==> src/design/pbw_pkg.sv <==
package pbw_pkg;
  // timing base
  localparam int PBW_CLK_MHZ = 50;
  localparam int PBW_TICK_US = 1000;
  localparam int PBW_TICK_CYCLES = PBW_CLK_MHZ * PBW_TICK_US;
  localparam int PBW_BOOT_MS = 50;
  localparam int PBW_HOLD_MS = 1000;
  localparam int PBW_REPEAT_MS = 100;
  localparam int PBW_IDLE_MS = 1000;
  localparam logic [9:0] PBW_BOOT_TICKS = 10'(PBW_BOOT_MS * 1000 / PBW_TICK_US);
  localparam logic [9:0] PBW_HOLD_TICKS = 10'(PBW_HOLD_MS * 1000 / PBW_TICK_US);
  localparam logic [9:0] PBW_REPEAT_TICKS = 10'(PBW_REPEAT_MS * 1000 / PBW_TICK_US);
  localparam logic [9:0] PBW_IDLE_TICKS = 10'(PBW_IDLE_MS * 1000 / PBW_TICK_US);
  // wiper positions
  localparam logic [5:0] PBW_POS_TOP = 6'h00;
  localparam logic [5:0] PBW_POS_BOTTOM = 6'h3f;
  localparam logic [5:0] PBW_POS_RESET = 6'h3f;
  // contact channels: up0/volume-raise, up1/balance-0, down0/volume-lower, down1/balance-1
  localparam int PBW_NCH = 4;
  localparam logic [3:0] PBW_CONTACT_IDLE = 4'hf;
  // serial frame layout
  localparam int PBW_SER_BITS = 16;
  localparam int PBW_SER_W0_LSB = 0;
  localparam int PBW_SER_W1_LSB = 8;
  // register map
  localparam int PBW_AW = 4;
  localparam logic [3:0] PBW_OFS_POSITION = 4'h0;
  localparam logic [3:0] PBW_OFS_CONTROL = 4'h4;
  localparam int PBW_F_W0_LSB = 0;
  localparam int PBW_F_W1_LSB = 8;
  localparam int PBW_F_STEREO = 16;
  localparam int PBW_F_SINGLE = 17;
  localparam int PBW_F_BUSY = 18;
  localparam int PBW_F_READY = 19;
  localparam int PBW_F_ENABLE = 0;
  localparam logic PBW_ENABLE_RESET = 1'b1;
  localparam logic [1:0] PBW_RESP_OKAY = 2'h0;
  localparam logic [1:0] PBW_RESP_SLVERR = 2'h2;
  // axi4-lite request from master
  typedef struct packed {
    logic awvalid;
    logic [PBW_AW-1:0] awaddr;
    logic wvalid;
    logic [31:0] wdata;
    logic [3:0] wstrb;
    logic bready;
    logic arvalid;
    logic [PBW_AW-1:0] araddr;
    logic rready;
  } pbw_axi_req_t;
  // axi4-lite answer from slave
  typedef struct packed {
    logic awready;
    logic wready;
    logic bvalid;
    logic [1:0] bresp;
    logic arready;
    logic rvalid;
    logic [31:0] rdata;
    logic [1:0] rresp;
  } pbw_axi_rsp_t;
  // smaller of two positions
  function automatic logic [5:0] pbw_min(input logic [5:0] a, input logic [5:0] b);
    pbw_min = (a < b) ? a : b;
  endfunction
  // larger of two positions
  function automatic logic [5:0] pbw_max(input logic [5:0] a, input logic [5:0] b);
    pbw_max = (a > b) ? a : b;
  endfunction
  // position sits at either end of the array
  function automatic logic pbw_at_end(input logic [5:0] p);
    pbw_at_end = (p == PBW_POS_TOP) || (p == PBW_POS_BOTTOM);
  endfunction
endpackage

==> src/design/pbw_wiper_ctrl.sv <==
// The address map and the AXI4-Lite interface to the registers are this design's own decisions.
`timescale 1ns/1ps
module pbw_wiper_ctrl #(
  parameter int TICK_CYCLES = pbw_pkg::PBW_TICK_CYCLES
) (
  // clock and reset
  input wire logic clk,
  input wire logic rst,
  // contact inputs, low while closed
  input wire logic [3:0] contact_n,
  // power-up straps
  input wire logic mode_sel_in,
  // serial port
  input wire logic serial_en_in,
  input wire logic serial_clk_in,
  input wire logic serial_data_in,
  // register bus
  input wire pbw_pkg::pbw_axi_req_t axi_req,
  output pbw_pkg::pbw_axi_rsp_t axi_rsp,
  // wiper positions
  output logic [5:0] wiper0_pos,
  output logic [5:0] wiper1_pos
);

  // every flip-flop of the block
  typedef struct packed {
    logic [15:0] tick_cnt;
    logic tick;
    logic [9:0] boot_cnt;
    logic ready;
    logic strap_done;
    logic stereo;
    logic single;
    logic [3:0] filt;
    logic [3:0] stab;
    logic [3:0][9:0] hold;
    logic [3:0][9:0] idle;
    logic [3:0] dir;
    logic [5:0] w0;
    logic [5:0] w1;
    logic [5:0] bal_ref;
    logic bal_valid;
    logic sclk_prev;
    logic sen_prev;
    logic [15:0] sr;
    logic pb_en;
    logic [pbw_pkg::PBW_AW-1:0] awaddr;
    logic [31:0] wdata;
    logic [3:0] wstrb;
    pbw_pkg::pbw_axi_rsp_t rsp;
  } pbw_state_t;

  pbw_state_t q; // registered state
  pbw_state_t d; // next state
  logic [3:0] press; // debounced closure seen this cycle
  logic [3:0] rpt; // auto-repeat step due
  logic [3:0] step; // step accepted for the wiper logic
  logic [3:0] ignore; // channel currently has no effect
  logic busy; // serial frame in progress
  logic up; // direction or side of the current step
  logic [5:0] pos; // scratch wiper position
  logic [5:0] lo; // nearer-high wiper of the pair
  logic [5:0] hi; // nearer-low wiper of the pair
  logic [31:0] rdat; // read data being built

  // register index of a bus address; unmapped gives 2'h3
  function automatic logic [1:0] pbw_reg_sel(input logic [pbw_pkg::PBW_AW-1:0] a);
    if (a == pbw_pkg::PBW_OFS_POSITION)
    begin
      pbw_reg_sel = 2'h0;
    end
    else if (a == pbw_pkg::PBW_OFS_CONTROL)
    begin
      pbw_reg_sel = 2'h1;
    end
    else
    begin
      pbw_reg_sel = 2'h3;
    end
  endfunction

  // next state of the whole block
  always_comb
  begin
    d = q;
    press = '0;
    rpt = '0;
    step = '0;
    ignore = '0;
    up = 1'b0;
    pos = '0;
    lo = '0;
    hi = '0;
    rdat = '0;

    // one-millisecond tick from the system clock
    d.tick = 1'b0;
    if (q.tick_cnt == 16'(TICK_CYCLES - 1))
    begin
      d.tick_cnt = '0;
      d.tick = 1'b1;
    end
    else
    begin
      d.tick_cnt = q.tick_cnt + 16'h0001;
    end

    // straps caught on the first clock after reset release
    if (!q.strap_done)
    begin
      d.strap_done = 1'b1;
      d.stereo = ~mode_sel_in;
      d.single = contact_n[2] & contact_n[3];
    end

    // contacts stay dead until the start-up delay has run
    if (q.tick && !q.ready)
    begin
      if (q.boot_cnt == pbw_pkg::PBW_BOOT_TICKS - 10'h001)
      begin
        d.ready = 1'b1;
      end
      d.boot_cnt = q.boot_cnt + 10'h001;
    end

    // the load cycle after the frame also counts as busy
    busy = serial_en_in | q.sen_prev;

    // per-channel debounce, hold timing and idle timing
    for (int i = 0; i < pbw_pkg::PBW_NCH; i++)
    begin
      // a level must differ on two ticks in a row to be taken
      if (q.tick)
      begin
        if (contact_n[i] != q.filt[i])
        begin
          if (q.stab[i])
          begin
            d.filt[i] = contact_n[i];
            d.stab[i] = 1'b0;
          end
          else
          begin
            d.stab[i] = 1'b1;
          end
        end
        else
        begin
          d.stab[i] = 1'b0;
        end
      end
      press[i] = q.filt[i] & ~d.filt[i];
      // hold counter: first step at press, then repeat after the hold
      if (press[i])
      begin
        d.hold[i] = '0;
      end
      else if (q.tick && !q.filt[i])
      begin
        if (q.hold[i] + 10'h001 == pbw_pkg::PBW_HOLD_TICKS)
        begin
          rpt[i] = 1'b1;
          d.hold[i] = pbw_pkg::PBW_HOLD_TICKS - pbw_pkg::PBW_REPEAT_TICKS;
        end
        else
        begin
          d.hold[i] = q.hold[i] + 10'h001;
        end
      end
      // idle counter saturates once the input has rested long enough
      if (press[i])
      begin
        d.idle[i] = '0;
      end
      else if (q.tick && q.filt[i] && q.idle[i] != pbw_pkg::PBW_IDLE_TICKS)
      begin
        d.idle[i] = q.idle[i] + 10'h001;
      end
      // the tied-high inputs have no function in single mode
      ignore[i] = !q.ready || !q.pb_en || busy || (q.single && i >= 2);
      step[i] = (press[i] | rpt[i]) & ~ignore[i];
      // single mode: a new burst after a rest reverses direction
      if (press[i] && !ignore[i] && q.single && q.idle[i] == pbw_pkg::PBW_IDLE_TICKS)
      begin
        d.dir[i] = ~q.dir[i];
      end
    end

    // wiper moves, channels taken in index order
    for (int i = 0; i < pbw_pkg::PBW_NCH; i++)
    begin
      if (step[i])
      begin
        up = q.single ? d.dir[i] : (i < 2);
        if (!q.stereo)
        begin
          // independent: even channels drive wiper 0, odd wiper 1
          pos = (i % 2 == 0) ? d.w0 : d.w1;
          if (up && pos != pbw_pkg::PBW_POS_TOP)
          begin
            pos = pos - 6'h01;
          end
          else if (!up && pos != pbw_pkg::PBW_POS_BOTTOM)
          begin
            pos = pos + 6'h01;
          end
          if (i % 2 == 0)
          begin
            d.w0 = pos;
          end
          else
          begin
            d.w1 = pos;
          end
          if (q.single && pbw_pkg::pbw_at_end(pos))
          begin
            d.dir[i] = ~d.dir[i];
          end
        end
        else if (i % 2 == 0)
        begin
          // volume: move the pair only if neither leaves the array
          lo = pbw_pkg::pbw_min(d.w0, d.w1);
          hi = pbw_pkg::pbw_max(d.w0, d.w1);
          if (up && lo != pbw_pkg::PBW_POS_TOP)
          begin
            d.w0 = d.w0 - 6'h01;
            d.w1 = d.w1 - 6'h01;
            lo = lo - 6'h01;
          end
          else if (!up && hi != pbw_pkg::PBW_POS_BOTTOM)
          begin
            d.w0 = d.w0 + 6'h01;
            d.w1 = d.w1 + 6'h01;
            hi = hi + 6'h01;
          end
          // a volume move ends the current balance session
          d.bal_valid = 1'b0;
          if (q.single && ((up && lo == pbw_pkg::PBW_POS_TOP) ||
                           (!up && hi == pbw_pkg::PBW_POS_BOTTOM)))
          begin
            d.dir[i] = ~d.dir[i];
          end
        end
        else if (!(d.w0 == pbw_pkg::PBW_POS_BOTTOM && d.w1 == pbw_pkg::PBW_POS_BOTTOM))
        begin
          // balance: reference is the nearer-high wiper at first use
          if (!d.bal_valid)
          begin
            d.bal_ref = pbw_pkg::pbw_min(d.w0, d.w1);
            d.bal_valid = 1'b1;
          end
          if (up)
          begin
            if (d.w0 > d.bal_ref)
            begin
              d.w0 = d.w0 - 6'h01;
            end
            else if (d.w1 != pbw_pkg::PBW_POS_BOTTOM)
            begin
              d.w1 = d.w1 + 6'h01;
            end
          end
          else
          begin
            if (d.w1 > d.bal_ref)
            begin
              d.w1 = d.w1 - 6'h01;
            end
            else if (d.w0 != pbw_pkg::PBW_POS_BOTTOM)
            begin
              d.w0 = d.w0 + 6'h01;
            end
          end
        end
      end
    end

    // serial port: shift lsb first on rising clock, load on enable fall
    d.sclk_prev = serial_clk_in;
    d.sen_prev = serial_en_in;
    if (serial_en_in && serial_clk_in && !q.sclk_prev)
    begin
      d.sr = {serial_data_in, q.sr[pbw_pkg::PBW_SER_BITS-1:1]};
    end
    if (!serial_en_in && q.sen_prev)
    begin
      d.w0 = q.sr[pbw_pkg::PBW_SER_W0_LSB +: 6];
      d.w1 = q.sr[pbw_pkg::PBW_SER_W1_LSB +: 6];
      d.bal_valid = 1'b0;
    end

    // write address and data are taken in either order
    if (q.rsp.awready && axi_req.awvalid)
    begin
      d.awaddr = axi_req.awaddr;
      d.rsp.awready = 1'b0;
    end
    if (q.rsp.wready && axi_req.wvalid)
    begin
      d.wdata = axi_req.wdata;
      d.wstrb = axi_req.wstrb;
      d.rsp.wready = 1'b0;
    end
    // both halves held: perform the write and answer
    if (!q.rsp.awready && !q.rsp.wready && !q.rsp.bvalid)
    begin
      d.rsp.bvalid = 1'b1;
      d.rsp.bresp = pbw_pkg::PBW_RESP_OKAY;
      case (pbw_reg_sel(q.awaddr))
        2'h0:
        begin
          // position register is read-only; writes are dropped
        end
        2'h1:
        begin
          if (q.wstrb[0])
          begin
            d.pb_en = q.wdata[pbw_pkg::PBW_F_ENABLE];
          end
        end
        default:
        begin
          d.rsp.bresp = pbw_pkg::PBW_RESP_SLVERR;
        end
      endcase
    end
    if (q.rsp.bvalid && axi_req.bready)
    begin
      d.rsp.bvalid = 1'b0;
      d.rsp.awready = 1'b1;
      d.rsp.wready = 1'b1;
    end

    // read: one cycle from address to data
    if (q.rsp.arready && axi_req.arvalid)
    begin
      d.rsp.arready = 1'b0;
      d.rsp.rvalid = 1'b1;
      d.rsp.rresp = pbw_pkg::PBW_RESP_OKAY;
      case (pbw_reg_sel(axi_req.araddr))
        2'h0:
        begin
          rdat[pbw_pkg::PBW_F_W0_LSB +: 6] = q.w0;
          rdat[pbw_pkg::PBW_F_W1_LSB +: 6] = q.w1;
          rdat[pbw_pkg::PBW_F_STEREO] = q.stereo;
          rdat[pbw_pkg::PBW_F_SINGLE] = q.single;
          rdat[pbw_pkg::PBW_F_BUSY] = busy;
          rdat[pbw_pkg::PBW_F_READY] = q.ready;
        end
        2'h1:
        begin
          rdat[pbw_pkg::PBW_F_ENABLE] = q.pb_en;
        end
        default:
        begin
          d.rsp.rresp = pbw_pkg::PBW_RESP_SLVERR;
        end
      endcase
      d.rsp.rdata = rdat;
    end
    if (q.rsp.rvalid && axi_req.rready)
    begin
      d.rsp.rvalid = 1'b0;
      d.rsp.arready = 1'b1;
    end
  end

  // state register; only the non-zero reset values are listed
  always_ff @(posedge clk)
  begin
    if (rst)
    begin
      q <= '0;
      q.filt <= pbw_pkg::PBW_CONTACT_IDLE;
      q.w0 <= pbw_pkg::PBW_POS_RESET;
      q.w1 <= pbw_pkg::PBW_POS_RESET;
      q.pb_en <= pbw_pkg::PBW_ENABLE_RESET;
      q.rsp.awready <= 1'b1;
      q.rsp.wready <= 1'b1;
      q.rsp.arready <= 1'b1;
    end
    else
    begin
      q <= d;
    end
  end

  // outputs straight from the state register
  assign axi_rsp = q.rsp;
  assign wiper0_pos = q.w0;
  assign wiper1_pos = q.w1;

endmodule

==> config.mk <==
export PLATFORM = sky130hd
export DESIGN_NAME = pbw_wiper_ctrl
export DESIGN_NICKNAME = d
export VERILOG_FILES = /design/src/design/pbw_pkg.sv /design/src/design/pbw_wiper_ctrl.sv
export SDC_FILE = /design/constraint.sdc
export NUM_CORES = 1
export LEC_CHECK = 0
export ABC_CLOCK_PERIOD_IN_PS = 26600
export BUFFER_PORTS_ARGS = -buffer_cell sky130_fd_sc_hd__buf_2
export CORE_ASPECT_RATIO = 2
export CORE_UTILIZATION = 45
export DETAILED_ROUTE_END_ITERATION = 16
export PLACE_DENSITY_LB_ADDON = 0.15
export SLEW_MARGIN = 20
export SYNTH_ARGS = -nofsm -noshare
export SYNTH_HDL_FRONTEND = slang
export SYNTH_SLANG_ARGS = --single-unit
==> constraint.sdc <==
create_clock -name clk -period 26.6 [get_ports clk]
set_input_delay 5.32 -clock clk [delete_from_list [all_inputs] [get_ports clk]]
set_output_delay 5.32 -clock clk [all_outputs]
set_load 0.1 [all_outputs]
Word level (Yosys, flattened, before mapping):

Cells that the tools add are included.

* word-level logic and storage cells: 407
* register bits: 192
* input port bits: 59

* eq/ne operators: 40
* add/subtract/negate cells: 30
* $lt $le $gt $ge: 10
* reductions and logical operators: 113
* bitwise logic cells: 29
* multiplexer cells: 148

Operators by type and width (number)
* $mux W6: 53
* $mux W12: 8
* $mux W19: 5
* $add A10 B1 Y10 const B: 9
* $eq A10 B10 Y1 const B: 8
* $mux W7: 10
* $add A6 B1 Y6 const B: 10
* $eq A6 B6 Y1 const B: 10
* $sub A6 B1 Y6 const B: 10
* $logic_and A1 B1 Y1: 59
* $mux W1: 55
* $ne A6 B6 Y1 const B: 8
* $mux W10: 4
* $ne A10 B10 Y1 const B: 4
* $gt A6 B6 Y1: 6
* $logic_not A6 Y1: 6
* $reduce_bool A6 Y1: 6
* $lt A6 B6 Y1: 4
* $mux W20: 1
* $reduce_or A2 Y1: 10
* $logic_not A1 Y1: 17
* $add A16 B1 Y16 const B: 1
* $eq A16 B16 Y1 const B: 1
* $mux W2: 8
* 16 further kinds: 57

Logic depth before layout (Yosys ltp):

Gate-level depths: netlist (run 1).

* depth after elaboration: 56
* gate-level depth with buffers: 78

Least setup slack after synthesis (run 1):

Ideal clock, no wire load.

* path kind: input-to-reg
* from: input contact_n[0]
* to: register q (netlist bit wiper0_pos[4])
* data required time: 26478 ps
* path slack: 8273 ps
* arrival: 18206 ps
* stages: 58
* cells stage by stage: nand4b_1 > or4_1 > buf_2 > o31a_1 > a211o_1 > buf_6 > nand2b_1 > a21oi_1 > a221oi_1 > inv_1 > ha_1 > and3_1 > nand3_1 > o31ai_1 > buf_2 > nor2_1 > a211oi_1 > a21oi_1 > [... 22 more ...] > nor2_1 > ha_1 > and3_1 > nand3_1 > a31o_2 > mux2i_1 > a311oi_4 > clkbuf_1 > a21oi_1 > a21oi_1 > ha_1 > o221ai_1 > a31o_1 > or3_4 > and2_1 > buf_6 > o31a_1 > a221o_1

* word-level cells in the longest chain between the ends: 51
* elaborated cells on any way between the ends: 110

Ends and longest elaborated chain
* start: declaration: RTL line pbw_wiper_ctrl.sv:10 `input wire logic [3:0] contact_n,`
* $mux W1 or $ne A1 B1 Y1 (tied branches): RTL line pbw_wiper_ctrl.sv:137, pbw_wiper_ctrl.sv:135
* $mux W1 (*): RTL line pbw_wiper_ctrl.sv:135 `if (contact_n[i] != q.filt[i])`
* $mux W1 (*): RTL line pbw_wiper_ctrl.sv:133 `if (q.tick)`
* $not A1 Y1 (*): RTL line pbw_wiper_ctrl.sv:152 `press[i] = q.filt[i] & ~d.filt[i];`
* $and A1 B1 Y1 (*): RTL line pbw_wiper_ctrl.sv:152
* $logic_and A1 B1 Y1 (3 in a row): RTL line pbw_wiper_ctrl.sv:183 `if (press[i] && !ignore[i] && q.single && q.idle[i] == pbw_pkg::PBW_IDLE_TICKS)`
* $mux W1: RTL line pbw_wiper_ctrl.sv:183
* $mux W1: RTL line pbw_wiper_ctrl.sv:194 `up = q.single ? d.dir[i] : (i < 2);`
* [... 33 more ...]
* $mux W7: RTL line pbw_wiper_ctrl.sv:192 `if (step[i])`
* $gt A6 B6 Y1 (on tied branches): RTL line pbw_wiper_ctrl.sv:266, pbw_wiper_ctrl.sv:255
* $mux W6 (on tied branches): RTL line pbw_wiper_ctrl.sv:266, pbw_wiper_ctrl.sv:255
* $mux W12: RTL line pbw_wiper_ctrl.sv:253 `if (up)`
* $mux W19: RTL line pbw_wiper_ctrl.sv:245 `else if (!(d.w0 == pbw_pkg::PBW_POS_BOTTOM && d.w1 == pbw_pkg::PBW_POS_BOTTOM))`
* $mux W6: RTL line pbw_wiper_ctrl.sv:195 `if (!q.stereo)`
* $mux W19 (*): RTL line pbw_wiper_ctrl.sv:192
* $mux W12 (*): RTL line pbw_wiper_ctrl.sv:286 `if (!serial_en_in && q.sen_prev)`
* end: declaration: RTL line pbw_wiper_ctrl.sv:53 `pbw_state_t q;`

Mark *: on every way between the ends. The rest lies on a longest branch, timed or not. The select of a mux whose other input is x is not followed.
A chain may end at the register's enable or synchronous reset.

Final worst setup path (run 1):

* from: input contact_n[0]
* to: register q (netlist bit wiper0_pos[2])

The elaborated chain is that of the path after synthesis.

==> results.env, run 1 <==
RUN_STATUS='finished, final reports clean'
P_CLK_SHARE_PCT=26.4
POST-DP-HPWL_UM=33800
WORSTREG2REGSTART='wiper0_pos[0]$_SDFF_PP1_'
WORST-ENDPOINT-REQUIRED_PS=26930
CRIT_PATH_FREQUENT_CELL='sky130_fd_sc_hd__a21oi_1'
TOP_LEVEL_PORTS=112
AREAGROWTHSYNTHTOFINISH_PCT=6.06
WORST_PATH_DOMINANT_CELL_FAMILY='compound AO/OA/AOI/OAI gates'
FINAL_ROUTED_WIRE_LENGTH_DIVIDED_BY_CELL_COUNT_UM=20.3
SETUP-VIOLATIONS-FINAL=0
AREA_OCCUPIED_BY_MULTI_INPUT_GATES_MM2=0.00921
DESIGN_AREA_MM2=0.0144
YOSYS.CELL_COUNT.TOP_TYPE='sky130_fd_sc_hd__nor2_1'
SYNTH_AREA_MM2=0.0136
DRT-PASS1-ITER-COUNT=5
NETSWITCHINGFRACTION_PCT=44.6
CTSHTREEMAXLEVEL=4
CELLPOWERDENSITY_mW_PER_MM2=64.2
END_KIND='register'
SYNTHDOMINANTAREACELLTYPE='sky130_fd_sc_hd__dfxtp_1'
IR_DROP_mV=0.0540
FINALSETUPTNS_PS=0
INSERTION_DELAY_PS=440
R2R_SLACK_PS=9310
TIMING.MAX_SLEW.REL_SLACK_PCT=31.9
REGTOREGENDPOINT='wiper0_pos[2]$_SDFF_PP1_'
WORSTHOLDSTART='q[226]$_SDFF_PP0_'
P_COMB_SHARE_PCT=44.6
FF_LATCH_AREA_MM2=0.00340
PLACEMENT.CELL_AREA_MM2=0.0138
DIE_Y_UM=247
TIMING.MAX_CAP.VIOLATIONS=0
CPMAXSTAGEDELAYCELL='sky130_fd_sc_hd__a311oi_4'
FINAL.FILL_COUNT=3008
LEADING_CELL_TYPES_BY_COUNT_AFTER_SYNTHESIS='sky130_fd_sc_hd__nor2_1 (227), sky130_fd_sc_hd__nand2_1 (206), sky130_fd_sc_hd__dfxtp_1 (170)'
SYNTH.AVG_CELL_AREA_UM2=7.34
DIODES=0
SYNTH_FLOP_CELL='sky130_fd_sc_hd__dfxtp_1'
WORSTHOLDENDPOINT='q[226]$_SDFF_PP0_'
POWER.STATIC_LEAKAGE_nW=5.51
POST_SYNTH_CELL_TYPES=101
SYNTH.FF_LATCH_COUNT=170
WORST-SLEW-PIN-TRANSITION_PS=1010
WORST_SETUP_PATH_START_KIND='input pin'
CRIT_PATH_MAX_INCR_DELAY_PS=780
SEQUENTIALPOWERSHARE_PCT=28.9
FINALMAXSLEWVIOLATIONS=0
LAYOUT_WORST_PATH_CYCLE_SHARE_PCT=78.6
GRT_USE_MET3_PCT=4.31
FINAL_CELL_UTILIZATION_OF_THE_CORE_PCT=48.7
WORSTREGTOREGCELLS=62
NETSWITCHINGPOWER_uW=412
DIE_WIDTH_UM=125
TIMING.HOLD.WS_PS=451
FINALHOLDVIOLATIONS=0
GLOBALROUTETOTALUTIL_PCT=28.8
VIASPERCELL=6.26
CRITICAL_PATH.MAX_FANOUT=19
ROWS=89
GRT.MET2_USAGE_PCT=53.6
CTS.REPAIR_TIMING.SETUP_BUFFER_COUNT=0
SYNTH_SEQUENTIAL_AREA_RATIO_PCT=25.1
FIN_WORST_SKEW_PS=12.4
NUMBER_OF_ENABLE_TYPE_REGISTER_CELLS_IN_THE_SYNTHESIZED_NETLIST=0
NUM-NETS-FINAL=1948
CTSHOLDBUFFERS=0
CTSROOTBUFFERMASTER='sky130_fd_sc_hd__clkbuf_16'
CLOCK_TREE_FROM_TRITONCTS='built'
FIRST_PASS_GRT_WIRE_LENGTH_UM=70500
GRT_PASS1_VIAS=13256
INITIAL_CORE_UTIL_PCT=45.9
GLOBAL_ROUTE.USAGE.MET1_PCT=29.2
CLOCK.FMAX_MHz=47.8
GRT_MAX_DEGREE=85
MIN_DELAY_PATH_DEPTH=1
HP-CLASS='register to register'
CLK_PATH_BUF_DEPTH=2
WORST_EP_ARRIVAL_TIME_PS=21230
CORE_AREA_MM2=0.0295
ROUTE.DETAILED.DRC=0
CTS-RESIZED-GATES=0
GRT-OVFL-TOTAL=0
CTS_MADE_BUFFERS=17
YS_TOP_CELLS_BY_AREA='sky130_fd_sc_hd__dfxtp_1 (25%), sky130_fd_sc_hd__nor2_1 (6.3%), sky130_fd_sc_hd__ha_1 (6.2%), sky130_fd_sc_hd__nand2_1 (5.7%), sky130_fd_sc_hd__a21oi_1 (4.9%)'
TOTALWIRELENGTH_UM=44700
FINAL_LAYOUT_SIZE_SUFFIX_GT1_SHARE_PCT=9.26
CELL_INTERNAL_POWER_DISSIPATION_uW=511
FP.DIEAREA_MM2=0.0309
ROUTE.VIAS.TOTAL=13763
SYNTHARSTFLOPSHARE_PCT=0
ROUTABILITY_CONGESTION_ESTIMATE=1.01
SYNTH_CELLS=1847
GRT_ANTENNA_BEFORE_REPAIR=1
CLOCK-SINKS=170
DRT_FIRST_ITER_VIOLATIONS=1120
FINALWORSTPATHREQUIREDPERIOD_PS=20900
YOSYSWARNINGS=0
CLK_PIN_SLEW_PS=70
PORTBUFFERS=59
PATH_CLASS='input pin to register'
FINAL_ANTENNA_NET_COUNT=0
SYNTH_TOP_AREA_SHARE_PCT=25.1
CP.BUFFERS_INVERTERS=2
BUSIEST_LAYER='met2'
RSZ0062_AT_GRT='no'
[worst reg2reg max path: cells and delay by family, from the launching register on]
family          cells  cell delay, ps
fa+ha+maj           8            2640
flops               1             850
compound gates     31            7840
buf+inv             2             590
simple gates       21            5270
[stage by stage]
stage	worst slack [ps]	cells	power [mW]
after floorplan	8270	1864	0.579
after global routing	4840	2199	0.969
after global placement	5810	2167	0.666
after detailed placement	5720	2167	0.671
after CTS	6130	2199	0.916
final	5700	2199	0.922
[worst max path at each step]
| stage | startpoint | endpoint | slack [ps] | cells after the start |
|---|---|---|---|---|
| after floorplan | contact_n[0] | wiper0_pos[4]$_SDFF_PP1_ | 8270 | 58 |
| after global placement | contact_n[0] | wiper0_pos[2]$_SDFF_PP1_ | 5810 | 55 |
| after detailed placement | contact_n[0] | wiper0_pos[2]$_SDFF_PP1_ | 5720 | 56 |
| after CTS | contact_n[0] | wiper0_pos[2]$_SDFF_PP1_ | 6130 | 56 |
| after global routing | contact_n[0] | wiper1_pos[1]$_SDFF_PP1_ | 4840 | 58 |
| final | contact_n[0] | wiper0_pos[2]$_SDFF_PP1_ | 5700 | 56 |
[logic make-up (layout without fill, tap and decap cells)]
kind of cell,after synthesis,after routing,synth area share [%]
and+or+nand+nor,804,804,28.8
xor gates and xnor gates,91,91,6.16
buffers and inverters,216,187,7.64
adders and majority gates,68,68,6.26
AOI/OAI and AO/OA,455,455,22.7
muxes,42,42,3.32
DFF,170,170,25.1
other,1,18,0.0277
[area by class of cell]
| class | count | share of cell area [%] |
|---|---|---|
| repair buffers | 78 | 3.05 |
| clock inverters | 15 | 1.06 |
| inverters | 77 | 2.01 |
| flip-flops and latches | 170 | 23.7 |
| well taps | 364 | 3.17 |
| multi-input cells | 1478 | 64.1 |
| clock buffers | 17 | 2.96 |
[flip-flops by register name, indices dropped and copies added (netlist names)]
| signal | cells |
|---|---|
| axi_rsp | 23 |
| q | 135 |
| wiper0_pos | 6 |
| wiper1_pos | 6 |
[cells in the final DEF, fill, tap and decap left out, drive strengths merged, types with 8 or more instances in the layout]
cell | synthesis | final
and4 | 8 | 8
and3 | 24 | 24
mux2 | 11 | 11
nand2 | 206 | 206
inv | 72 | 80
nor4 | 26 | 26
nand3 | 86 | 86
o21a | 9 | 9
clkinv | 5 | 9
a31o | 9 | 9
a21o | 8 | 8
or2 | 10 | 10
nor2 | 227 | 227
conb | 1 | 18
a31oi | 20 | 20
a211oi | 25 | 25
clkbuf | 68 | 17
or4 | 8 | 8
o31ai | 9 | 9
buf | 71 | 78
xnor2 | 49 | 49
o31a | 9 | 9
or3 | 21 | 21
nor2b | 16 | 16
ha | 67 | 67
nand4b | 8 | 8
mux2i | 30 | 30
nor3 | 61 | 61
a22oi | 27 | 27
xor2 | 42 | 42
o22ai | 13 | 13
nand4 | 45 | 45
o21ai | 78 | 78
a21oi | 135 | 135
and2 | 20 | 20
nand2b | 16 | 16
dfxtp | 170 | 170
o211ai | 13 | 13
[power by group through the flow]
stage                     Combinational (mW)  Clock [mW]  Sequential, mW
after CTS                              0.400       0.250           0.266
after floorplan                        0.311           0           0.268
final                                  0.412       0.244           0.267
after detailed placement               0.399           0           0.272
after global placement                 0.393           0           0.272
after global routing                   0.442       0.260           0.267
[metal layers]
layer  share of wire, %  wire length, um
met3                4.5             2020
met4                6.7             3010
met2                 52            23100
met1                 37            16600
met5              0.025               11
Note: power is estimated with default switching activity, not from simulation.
==> run 2: changes to the inputs <==
ABC_CLOCK_PERIOD_IN_PS = 21100   (was 26600)
clock period = 21.1 ns   (was 26.6 ns; I/O delays follow)
==> run 2 against run 1 <==
- clock skew rose by 3.0 ps
- largest power group unchanged
- global-route usage rose by 0.29 points
- via count rose by 1.9%
- highest routed layer unchanged
- final cell count rose by 0.59%
- core utilization rose by 0.36 points
- first-iteration DRC count rose by 10%
- register-to-register slack got worse by 5700 ps
==> results.env, run 2 (synthesis gave the netlist of run 1 again) <==
FINAL_CELL_UTILIZATION_OF_THE_CORE_PCT=49.1
VIASPERCELL=6.34
DIE_WIDTH_UM=125
CORE_AREA_MM2=0.0295
PORTBUFFERS=59
GRT_MAX_DEGREE=86
WORST_EP_ARRIVAL_TIME_PS=20300
TOTALWIRELENGTH_UM=45200
MOST_COMMON_CELL_AFTER_LAYOUT_FILL_AND_TAPS_ASIDE='sky130_fd_sc_hd__nor2_1'
DIODES=0
FINALSETUPTNS_PS=0
INSERTION_DELAY_PS=450
PRE_CTS_WS_PS=1260
CTS_MADE_BUFFERS=17
CELL_INTERNAL_POWER_DISSIPATION_uW=673
NETSWITCHINGPOWER_uW=507
LAYOUT_WORST_PATH_CYCLE_SHARE_PCT=94.9
FINALWORSTPATHREQUIREDPERIOD_PS=20020
WORST_SETUP_PATH_START_KIND='input pin'
CLOCK-SINKS=170
CTSROOTBUFFERMASTER='sky130_fd_sc_hd__clkbuf_16'
PLACEMENT.CELL_AREA_MM2=0.0139
CTS-RESIZED-GATES=0
RSZ0062_AT_GRT='no'
CRITICAL_PATH.MAX_FANOUT=19
ROUTE.VIAS.TOTAL=14025
CRIT_PATH_MAX_INCR_DELAY_PS=730
STDCELL_COUNT=2212
CLK_PATH_BUF_DEPTH=2
RUN_STATUS='finished, final reports clean'
GRT_PASS1_VIAS=13296
AREAGROWTHSYNTHTOFINISH_PCT=6.86
END_KIND='register'
ROUTABILITY_CONGESTION_ESTIMATE=1.01
ROUTE.DETAILED.DRC=0
WORST-ENDPOINT-REQUIRED_PS=21380
FINAL_ROUTED_WIRE_LENGTH_DIVIDED_BY_CELL_COUNT_UM=20.4
NETSWITCHINGFRACTION_PCT=43.0
FINAL_ANTENNA_NET_COUNT=0
POWER.STATIC_LEAKAGE_nW=5.58
CLK_PIN_SLEW_PS=60
FINALMAXSLEWVIOLATIONS=0
INITIAL_CORE_UTIL_PCT=45.9
GLOBALROUTETOTALUTIL_PCT=29.1
CELLPOWERDENSITY_mW_PER_MM2=81.5
GRT-OVFL-TOTAL=0
SEQUENTIALPOWERSHARE_PCT=28.4
DIE_Y_UM=247
CPMAXSTAGEDELAYCELL='sky130_fd_sc_hd__or4_1'
TIMING.MAX_CAP.VIOLATIONS=0
GRT_ANTENNA_BEFORE_REPAIR=1
ROWS=89
FINAL.FILL_COUNT=2954
DESIGN_AREA_MM2=0.0145
NUM-NETS-FINAL=1961
P_COMB_SHARE_PCT=44.1
PATH_CLASS='input pin to register'
WORST-SLEW-PIN-TRANSITION_PS=1130
HP-CLASS='register to register'
FINALHOLDVIOLATIONS=0
P_CLK_SHARE_PCT=27.4
CLOCK_TREE_FROM_TRITONCTS='built'
CLOCK.FMAX_MHz=49.9
LARGEST_REGISTER_FF_COUNT=135
TIMING.MAX_SLEW.REL_SLACK_PCT=24.3
TOP_LEVEL_PORTS=112
SETUP-VIOLATIONS-FINAL=0
FIRST_PASS_GRT_WIRE_LENGTH_UM=71000
DRT-PASS1-ITER-COUNT=7
MAX_FLOP_REGISTER='q'
POST-PLACE-CELLS=2180
CTSHOLDBUFFERS=0
FP.DIEAREA_MM2=0.0309
LAYOUT.CELLS.MOST_COMMON_LIST='sky130_fd_sc_hd__nor2_1 (227), sky130_fd_sc_hd__nand2_1 (206), sky130_fd_sc_hd__dfxtp_1 (170)'
CTS.REPAIR_TIMING.SETUP_BUFFER_COUNT=0
FIN_WORST_SKEW_PS=15.4
DRT_FIRST_ITER_VIOLATIONS=1237
CTSHTREEMAXLEVEL=4
POST-DP-HPWL_UM=34400
FINAL_LAYOUT_SIZE_SUFFIX_GT1_SHARE_PCT=9.69
FINAL.SETUP.WORST_SLACK_PS=1080
IR_DROP_mV=0.0581
-- run 2: cell count changes in the layout (fill, tap and decap cells not counted), sizes merged --
| cell | previous run | this run |
|---|---|---|
| inv | 80 | 76 |
| clkinv | 9 | 7 |
| buf | 78 | 91 |
| clkbuf | 17 | 21 |
| bufinv | 0 | 2 |
-- run 2: metrics by stage --
| step | power (mW) | hold slack, ps |
|---|---|---|
| 2_1_floorplan | 0.730 | 418 |
| 3_3_place_gp | 0.841 | 436 |
| 3_5_place_dp | 0.845 | 445 |
| 4_1_cts | 1.17 | 454 |
| 5_1_grt | 1.24 | 479 |
| 6_report | 1.18 | 454 |
-- run 2: power groups by stage --
stage          Clock [mW]  Sequential (mW)  Combinational [mW]
6_report            0.324            0.336               0.521
5_1_grt             0.343            0.336               0.560
4_1_cts             0.329            0.335               0.505
3_5_place_dp            0            0.343               0.503
3_3_place_gp            0            0.343               0.498
2_1_floorplan           0            0.338               0.392
-- run 2: layout make-up --
| type | count | area, um^2 | area share [%] |
|---|---|---|---|
| sequential | 170 | 3400 | 23.5 |
| multi-input combinational | 1478 | 9200 | 63.5 |
| timing repair buffer | 91 | 536 | 3.70 |
| inverter | 77 | 289 | 2.00 |
| clock inverter | 11 | 134 | 0.924 |
| tap | 364 | 455 | 3.14 |
| clock buffer | 21 | 470 | 3.25 |
-- run 2: worst paths after layout --
| kind | start | end | slack, ps | cells past startpoint |
|---|---|---|---|---|
| min | q[96]$_SDFFE_PP0P_ | q[95]$_SDFFE_PP0P_ | 450 | 2 |
| min reg2reg | q[96]$_SDFFE_PP0P_ | q[95]$_SDFFE_PP0P_ | 450 | 2 |
| max | contact_n[0] | wiper1_pos[2]$_SDFF_PP1_ | 1080 | 59 |
| max reg2reg | wiper1_pos[3]$_SDFF_PP1_ | wiper1_pos[2]$_SDFF_PP1_ | 3640 | 64 |
-- run 2: layer usage --
layer | wire length (um) | track usage [%] | part of all wire, % | up-vias
met5 | 10 | 0 | 0.022 | -
met4 | 3030 | 19.7 | 6.7 | 2
met3 | 2200 | 4.03 | 4.9 | 188
met2 | 23600 | 54.6 | 52 | 545
met1 | 16400 | 29.7 | 36 | 6658
li1 | - | - | - | 6632
-- run 2: worst max-delay path, delay by kind of cell --
family / cells / cell delay [ps]
muxes: 2 / 300
adders and majority gates: 6 / 2020
buffers and inverters: 4 / 760
and+or+nand+nor: 17 / 5020
AOI/OAI and AO/OA: 30 / 7930
